`src/prcc_pkg.sv`:
```
/*
 * prcc_pkg: constants, register map and carrier types for the root clock control block.
 * Assumes an APB master with 32-bit data and a single 50 MHz system-side clock.
 */
// How it works
// RL1: a locked 160 MHz PLL is one selectable root source for the system clock.
// RL2: the selected root clock may be divided down to save current.
// RL3: software moves to oscillator, programs divider, then reselects the PLL.
// RL4: losing PLL lock raises the PLL interrupt request.
// RL5: software should always enable the PLL interrupt source.
// RL6: the lock-loss handler first moves the system clock to the oscillator.
// RL7: software writes reserved bits with their reset value.
// RL8: write-one-to-clear flags stay readable and clear only on a written one.
// RL9: select code 00 oscillator, 01 PLL, 11 external pin, 10 reserved.
// RL10: divider codes 000..111 divide by 1,2,4,...,128.
// RL11: with the enable set, lock and unlock transitions both interrupt. The code also needs that flag's bit set in the mask register.
// RL12: unlock flag sets on unlock and clears only via its clear bit.
// RL13: the interrupt is a level held while an enabled flag stays set.
package prcc_pkg;

	// register byte offsets
	localparam logic [11:0] OFS_CTRL = 12'h000;
	localparam logic [11:0] OFS_DIV = 12'h004;
	localparam logic [11:0] OFS_STAT = 12'h008;
	localparam logic [11:0] OFS_MASK = 12'h00C;

	// control register fields
	localparam int CTRL_SEL_LSB = 0;
	localparam int CTRL_IE_BIT = 9;
	localparam logic [15:0] CTRL_RST = 16'h043D;
	localparam logic [15:0] CTRL_WMASK = 16'h0FFF;

	// divider register fields
	localparam int DIV_SYS_LSB = 0;
	localparam logic [15:0] DIV_RST = 16'h0048;
	localparam logic [15:0] DIV_WMASK = 16'h01FF;

	// status register fields
	localparam int STAT_LOCK_BIT = 3;
	localparam int STAT_UNLOCK_BIT = 4;
	localparam logic [1:0] STAT_RST = 2'h3;
	localparam logic [1:0] MASK_RST = 2'h3;

	// root select codes
	localparam logic [1:0] SEL_OSC = 2'h0;
	localparam logic [1:0] SEL_PLL = 2'h1;
	localparam logic [1:0] SEL_EXT = 2'h3;

	localparam int PLL_MHZ = 160;

	// sticky event flags, bit 0 lock, bit 1 unlock
	typedef struct packed {
		logic unlock;
		logic lock;
	} prcc_flags_t;

	// root clock choice and system clock divider presented to the clock tree
	typedef struct packed {
		logic [1:0] root_clock_select;
		logic [2:0] system_clock_divider;
	} prcc_clk_cfg_t;

endpackage

```
`src/prcc_top.sv`:
```
/*
 * prcc_top: APB register slave, lock event detection, root select and system clock divide enable.
 * Assumes pll_locked_i comes from the PLL's own domain and ext_clk_i is a slow pin sampled here.
 */
// Implementation choices: the address map and the APB slave port.
`timescale 1ns/1ps
module prcc_top (
	input wire logic clk_i, // 50 MHz clock
	input wire logic rst_n_i, // synchronous reset, active low
	input wire logic ce_i, // clock enable, freezes state when low
	input wire logic psel_i, // apb select
	input wire logic penable_i, // apb enable
	input wire logic pwrite_i, // apb write
	input wire logic [11:0] paddr_i, // apb byte address
	input wire logic [31:0] pwdata_i, // apb write data
	output logic [31:0] prdata_o, // apb read data
	output logic pready_o, // apb ready
	output logic pslverr_o, // apb error
	input wire logic pll_locked_i, // pll lock detector level
	input wire logic osc_clk_i, // oscillator tick sample
	input wire logic pll_clk_i, // pll tick sample
	input wire logic ext_clk_i, // external clock pin
	output prcc_pkg::prcc_clk_cfg_t clk_cfg_o, // root select and divider
	output logic root_clk_o, // selected root clock level
	output logic sys_clk_en_o, // divided system clock enable pulse
	output logic pll_irq_o // pll interrupt request level
);
	logic [15:0] ctrl, next_ctrl;
	logic [15:0] div, next_div;
	prcc_pkg::prcc_flags_t flags, next_flags;
	prcc_pkg::prcc_flags_t mask, next_mask;
	logic [2:0] lock_sync, next_lock_sync;
	logic [2:0] ext_sync, next_ext_sync;
	logic lock_q, next_lock_q;
	logic ext_q, next_ext_q;
	logic [6:0] div_cnt, next_div_cnt;
	logic [31:0] rdata, next_rdata;
	logic root_q, next_root_q;
	logic wr_en, rd_en, addr_ok, rise, fall;
	logic hit_ctrl, hit_div, hit_stat, hit_mask;

	// all registers answer in one access cycle, no wait states
	assign pready_o = 1'b1;
	assign wr_en = psel_i & penable_i & pwrite_i & ce_i;
	// read data is fetched in the setup cycle, so it already stands through the access cycle
	assign rd_en = psel_i & ~penable_i & ~pwrite_i & ce_i;

	// register decode, shared by the write and error paths; the read path decodes paddr_i in its own case
	assign hit_ctrl = (paddr_i == prcc_pkg::OFS_CTRL);
	assign hit_div = (paddr_i == prcc_pkg::OFS_DIV);
	assign hit_stat = (paddr_i == prcc_pkg::OFS_STAT);
	assign hit_mask = (paddr_i == prcc_pkg::OFS_MASK);
	assign addr_ok = hit_ctrl | hit_div | hit_stat | hit_mask;
	// an unmapped offset is refused in the access phase
	assign pslverr_o = psel_i & penable_i & ~addr_ok;
	// read data comes straight from its register
	assign prdata_o = rdata;

	// lock edges are counted only once stages two and three agree
	assign rise = lock_sync[2] & lock_sync[1] & ~lock_q;
	assign fall = ~lock_sync[2] & ~lock_sync[1] & lock_q;

	// divide ratio is two to the power of the code
	function automatic logic [6:0] div_limit(input logic [2:0] code);
		div_limit = 7'((8'h01 << code) - 8'h01); // [RL10]
	endfunction

	// next synchroniser state; a one-stage glitch never reaches the agreed level
	always_comb begin
		next_lock_sync = {lock_sync[1:0], pll_locked_i};
		next_ext_sync = {ext_sync[1:0], ext_clk_i};
		next_lock_q = lock_q;
		next_ext_q = ext_q;
		if (lock_sync[2] == lock_sync[1]) begin
			next_lock_q = lock_sync[2];
		end
		if (ext_sync[2] == ext_sync[1]) begin
			next_ext_q = ext_sync[2];
		end
	end

	// lock chain starts at the locked level, so a running pll shows no false edge after reset
	always_ff @(posedge clk_i) begin
		if (!rst_n_i) begin
			lock_sync <= 3'h7;
			ext_sync <= 3'h0;
			lock_q <= 1'b1;
			ext_q <= 1'b0;
		end else if (ce_i) begin
			lock_sync <= next_lock_sync;
			ext_sync <= next_ext_sync;
			lock_q <= next_lock_q;
			ext_q <= next_ext_q;
		end
	end

	// next control, divider and mask words; read-only upper bits stay zero
	always_comb begin
		next_ctrl = ctrl;
		next_div = div;
		next_mask = mask;
		if (wr_en && hit_ctrl) begin
			next_ctrl = pwdata_i[15:0] & prcc_pkg::CTRL_WMASK; // [RL9]
		end
		if (wr_en && hit_div) begin
			next_div = pwdata_i[15:0] & prcc_pkg::DIV_WMASK; // [RL2]
		end
		// the mask shares the status layout, so one word serves both registers
		if (wr_en && hit_mask) begin
			next_mask = prcc_pkg::prcc_flags_t'(pwdata_i[prcc_pkg::STAT_UNLOCK_BIT:prcc_pkg::STAT_LOCK_BIT]);
		end
	end

	// control words, frozen while the clock enable is low
	always_ff @(posedge clk_i) begin
		if (!rst_n_i) begin
			ctrl <= prcc_pkg::CTRL_RST;
			div <= prcc_pkg::DIV_RST;
			mask <= prcc_pkg::prcc_flags_t'(prcc_pkg::MASK_RST);
		end else if (ce_i) begin
			ctrl <= next_ctrl;
			div <= next_div;
			mask <= next_mask;
		end
	end

	// next sticky flags; a written one clears, zeros leave the flag alone
	always_comb begin
		next_flags = flags;
		if (wr_en && hit_stat) begin
			if (pwdata_i[prcc_pkg::STAT_LOCK_BIT]) begin
				next_flags.lock = 1'b0; // [RL8]
			end
			if (pwdata_i[prcc_pkg::STAT_UNLOCK_BIT]) begin
				next_flags.unlock = 1'b0; // [RL12]
			end
		end
		// set wins over a clear in the same cycle, so an event is never lost
		if (rise) begin
			next_flags.lock = 1'b1; // [RL11]
		end
		if (fall) begin
			next_flags.unlock = 1'b1; // [RL4] [RL12]
		end
	end

	// sticky flags, both set out of reset while the lock state is not yet known
	always_ff @(posedge clk_i) begin
		if (!rst_n_i) begin
			flags <= prcc_pkg::prcc_flags_t'(prcc_pkg::STAT_RST);
		end else if (ce_i) begin
			flags <= next_flags;
		end
	end

	// next read word; unmapped offsets read zero
	always_comb begin
		next_rdata = rdata;
		if (rd_en) begin
			unique case (paddr_i)
				prcc_pkg::OFS_CTRL: next_rdata = {16'h0000, ctrl};
				prcc_pkg::OFS_DIV: next_rdata = {16'h0000, div};
				prcc_pkg::OFS_STAT: next_rdata = {27'h0, flags.unlock, flags.lock, 3'h0}; // [RL8]
				prcc_pkg::OFS_MASK: next_rdata = {27'h0, mask.unlock, mask.lock, 3'h0};
				default: next_rdata = 32'h00000000;
			endcase
		end
	end

	// read register, frozen while the clock enable is low
	always_ff @(posedge clk_i) begin
		if (!rst_n_i) begin
			rdata <= 32'h00000000;
		end else if (ce_i) begin
			rdata <= next_rdata;
		end
	end

	// level irq while an enabled, unmasked flag stays set
	assign pll_irq_o = ctrl[prcc_pkg::CTRL_IE_BIT] & |(flags & mask); // [RL11] [RL13]

	// configuration word as the clock tree sees it
	assign clk_cfg_o.root_clock_select = ctrl[prcc_pkg::CTRL_SEL_LSB +: 2];
	assign clk_cfg_o.system_clock_divider = div[prcc_pkg::DIV_SYS_LSB +: 3];

	// root mux; the reserved select code falls back to the oscillator
	always_comb begin
		next_root_q = osc_clk_i;
		unique case (clk_cfg_o.root_clock_select)
			prcc_pkg::SEL_PLL: next_root_q = pll_clk_i; // [RL1]
			prcc_pkg::SEL_EXT: next_root_q = ext_q; // [RL9]
			default: next_root_q = osc_clk_i; // [RL9]
		endcase
	end

	// the registered root level costs one cycle but keeps the mux output free of glitches
	always_ff @(posedge clk_i) begin
		if (!rst_n_i) begin
			root_q <= 1'b0;
		end else if (ce_i) begin
			root_q <= next_root_q;
		end
	end

	// divide counter; >= rather than == lets a smaller ratio wrap at once
	always_comb begin
		next_div_cnt = div_cnt + 7'h01;
		if (div_cnt >= div_limit(clk_cfg_o.system_clock_divider)) begin
			next_div_cnt = 7'h00; // [RL2]
		end
	end

	// a divider change takes effect in the next cycle, as the compare uses the new limit, so the safe order of [RL3] still holds
	always_ff @(posedge clk_i) begin
		if (!rst_n_i) begin
			div_cnt <= 7'h00;
		end else if (ce_i) begin
			div_cnt <= next_div_cnt;
		end
	end

	// outputs; the enable pulse is gated so a frozen block emits no ticks
	assign root_clk_o = root_q;
	assign sys_clk_en_o = ce_i & (div_cnt == 7'h00);

endmodule // prcc_top

```
`config.mk`:
```
export PLATFORM = sky130hd
export DESIGN_NAME = prcc_top
export DESIGN_NICKNAME = d
export VERILOG_FILES = /design/src/prcc_pkg.sv /design/src/prcc_top.sv
export SDC_FILE = /design/constraint.sdc
export NUM_CORES = 1
export LEC_CHECK = 0
export ABC_AREA = 0
export BUFFER_PORTS_ARGS = -buffer_cell sky130_fd_sc_hd__buf_2
export CAP_MARGIN = 20
export CORE_ASPECT_RATIO = 0.9
export CORE_MARGIN = 2
export CORE_UTILIZATION = 30
export CTS_BUF_LIST = sky130_fd_sc_hd__clkbuf_4
export DETAILED_ROUTE_END_ITERATION = 10
export PLACE_DENSITY = 0.53
export SLEW_MARGIN = 5
export SYNTH_ARGS = -nofsm -noshare
export SYNTH_HDL_FRONTEND = slang
export SYNTH_SLANG_ARGS = --single-unit
```
`constraint.sdc`:
```
create_clock -name clk_i -period 5.4 [get_ports clk_i]
set_clock_uncertainty 0.15 [all_clocks]
set_input_delay 0.81 -clock clk_i [delete_from_list [all_inputs] [get_ports clk_i]]
set_output_delay 0.81 -clock clk_i [all_outputs]
set_load 0.005 [all_outputs]
```
==> metrics <==
Tightest Pin Transition 1.00 ns; R2R Path Start div[1]; number of setup buffers added after CTS 0; critical path class input port to output port; CTS root buf clkbuf_4; synthesized instance count 317; Clock Sinks 53; Pwr Density 206 nW/µm²; floorplan die width 105 µm; proportion of synthesized flip-flops having asynchronous set or reset 0%; First-pass DRT Iterations 4; GRT met1 Usage 18.5%; critical register-to-register path endpoint div_cnt[1]; CP max stage cell or4_1; count of routing violations after the opening detailed-route iteration 135; H-tree lvl count 2; number of flip-flops and latches in the synthesized netlist 53; top cells by instance count after synthesis dfxtp_1 (53), nand2_1 (39), buf_4 (26); total inserted antenna cells 0; met2 track utilization from global routing 20.9%; clock input transition at the sequential cells of the worst setup and hold paths 0.15 ns; dominant cells by area after synthesis dfxtp_1 (38%), buf_4 (7.0%), mux2i_1 (6.5%), nand2_1 (5.3%), ha_1 (5.0%); number of enable flip-flop cells after synthesis 0; number of CTS-inserted buffers 5; Ports 96; per-instance average area after synthesis 8.73 µm²; most used cell along the critical path buf_2; number of nets still failing antenna checks after routing 0; Overflow after GRT 0; total track usage 13.0%; endpoint arrival time on the critical path 2.16 ns; TritonCTS clock tree built; count of fill cells added during filler insertion 952; top fanout value on the critical path 6; initial standard-cell utilization of the core 30.6%; cells resized by post-CTS repair 0; GR Layer Usage met3 2.39%; via-per-instance ratio 4.81; ratio of cells with drive above 1 in the final layout 19.9%; hold_buf cts 0; count of vias placed by the detailed router 2299; FP Rows 33; final hold violations 0; last element of the critical path pslverr_o; area share of the largest cell type after synthesis 38.3%; register area 1060 µm²; combined area of all synthesized cells 2770 µm²; die boundary height 95.1 µm; setup repair after global routing missed its margin false; Peak supply drop 0.0851 mV; worst reg-to-reg path cell count 6; slowest cell delay on critical path 0.71 ns; buffers from clock root to sink, at most 2; Leakage 1.27 nW; worst max-slew margin expressed relative to the limit 32.7%; max_cap viols 0; Final Setup Violations 0; final core utilization 33.9%; final net count 420; crit share post-route 57.8%; global routing's busiest layer met2; post-synthesis cell type count 46; chain of cells forming the critical path buf_2 -> or4_1 -> o311a_1 -> buf_2; Worst-Skew Late Latency 0.35 ns; initial antenna violation count 0; sequential area share after synthesis 38.3%; achievable clock frequency 0.321 GHz; number of global-route vias before repair 2072; kind of start point of the critical path input port; internal reg-to-reg setup slack 3.19 ns; global-route wire length before repair 10500 µm; die area 10000 µm²; number of slew-limit violations in the final report 0; leading register cell type out of synthesis dfxtp_1; Setup Total Neg Slack 0 ns; critical path endpoint category output port; cell taking the most area after synthesis dfxtp_1; worst setup path startpoint paddr_i[11]; RD Place Congestion 0.743; number of input and output port buffers inserted 54; most common cell in the netlist dfxtp_1; Multi-input gate area 1460 µm²; maximum number of pins on one net before global-route repair 50; number of remaining DRC errors 0; final WL 6370 µm; count of yosys warnings during synthesis 0; path class of the lowest-slack min-delay path flip-flop to flip-flop; required time of the worst setup path 4.44 ns; Final Critical Period 3.12 ns; result of the run finished, final reports clean; routed wire length per instance 13.3 µm; Layout area overhead 10.7%; core footprint 9040 µm²; HPWL reported at the end of detailed placement 4570 µm
-- layout by cell type (no fill, tap or decap), types with 3 or more instances in the layout --
cell type | synthesis | final
buf_2 | 2 | 54
dfxtp_1 | 53 | 53
nand2_1 | 39 | 39
conb_1 | 2 | 21
nor2_1 | 19 | 19
mux2i_1 | 18 | 18
o21ai_0 | 17 | 17
inv_1 | 15 | 15
nand3_1 | 11 | 11
o211ai_1 | 11 | 11
ha_1 | 11 | 11
a21oi_1 | 7 | 7
a221oi_1 | 7 | 7
and2_1 | 7 | 7
a211oi_1 | 6 | 6
clkbuf_4 | 0 | 6
nand4_1 | 5 | 5
nor4_1 | 4 | 4
a22oi_1 | 3 | 3
nor3_1 | 3 | 3
nand2b_1 | 3 | 3
a21o_1 | 3 | 3
a31oi_1 | 3 | 3
xor2_1 | 3 | 3
-- per-layer routing --
| layer | up-vias | wire length (µm) | part of all wire [%] |
|---|---|---|---|
| met5 | - | 0 | 0 |
| met4 | 0 | 22 | 0.35 |
| met3 | 2 | 314 | 4.9 |
| met2 | 67 | 2850 | 45 |
| met1 | 1078 | 3180 | 50 |
| li1 | 1152 | - | - |
-- how the worst min path moves through the flow --
| stage | from | to | slack, ns | depth (start not counted) |
|---|---|---|---|---|
| after floorplan | div[4] | div[4] | 0.28 | 2 |
| after global placement | prdata_o[11] | prdata_o[11] | 0.29 | 2 |
| after detailed placement | prdata_o[11] | prdata_o[11] | 0.29 | 2 |
| after CTS | prdata_o[11] | prdata_o[11] | 0.31 | 2 |
| after global routing | prdata_o[11] | prdata_o[11] | 0.33 | 2 |
| final | prdata_o[11] | prdata_o[11] | 0.31 | 2 |
-- logic make-up (layout without fill, tap and decap cells) --
kind of cell	Yosys count	count (layout)	share of synthesized area (%)
buf+inv	58	78	11.5
xor+xnor	5	5	1.58
compound gates	63	63	15.3
fa+ha+maj	11	11	4.97
simple gates	105	105	19.9
mux	20	20	8.13
flops	53	53	38.3
other cells	2	21	0.271
-- where the power goes --
part	total [mW]	leakage, nW	switching [mW]	internal, mW
Sequential	0.397	0.429	0.00206	0.395
Clock	0.182	0.0279	0.126	0.0562
Combinational	0.0523	0.810	0.0334	0.0189
-- final cells by class --
class	instances	area share [%]
inverters	16	1.96
flip-flops and latches	53	34.6
clock inverters	2	0.490
well taps	122	4.98
repair buffers	54	8.82
multi-input cells	225	47.7
clock buffers	6	1.47
-- sequential cells by signal (all words and copies together), names as in the netlist --
| register | cells |
|---|---|
| ctrl | 12 |
| prdata_o | 12 |
| div | 9 |
| div_cnt | 7 |
| ext_sync | 3 |
| lock_sync | 3 |
| flags | 2 |
| mask | 2 |
| ext_q | 1 |
| lock_q | 1 |
| root_clk_o | 1 |
-- per-stage QoR --
step	power [mW]	hold WS (ns)	cell area [µm²]	cells	setup WS, ns
final	0.631	0.310	3070	478	2.28
after global routing	0.663	0.335	3070	478	2.09
after CTS	0.643	0.313	3070	478	2.27
after detailed placement	0.458	0.295	3010	470	1.97
after global placement	0.457	0.291	3010	470	1.99
after floorplan	0.447	0.282	2840	336	2.59
-- worst max-delay path, delay by kind of cell --
family	cells	cell delay, ns
AND/OR/NAND/NOR	1	0.71
buffers and inverters	2	0.22
AO/OA/AOI/OAI	1	0.41
Note: power is estimated with default switching activity, not from simulation.
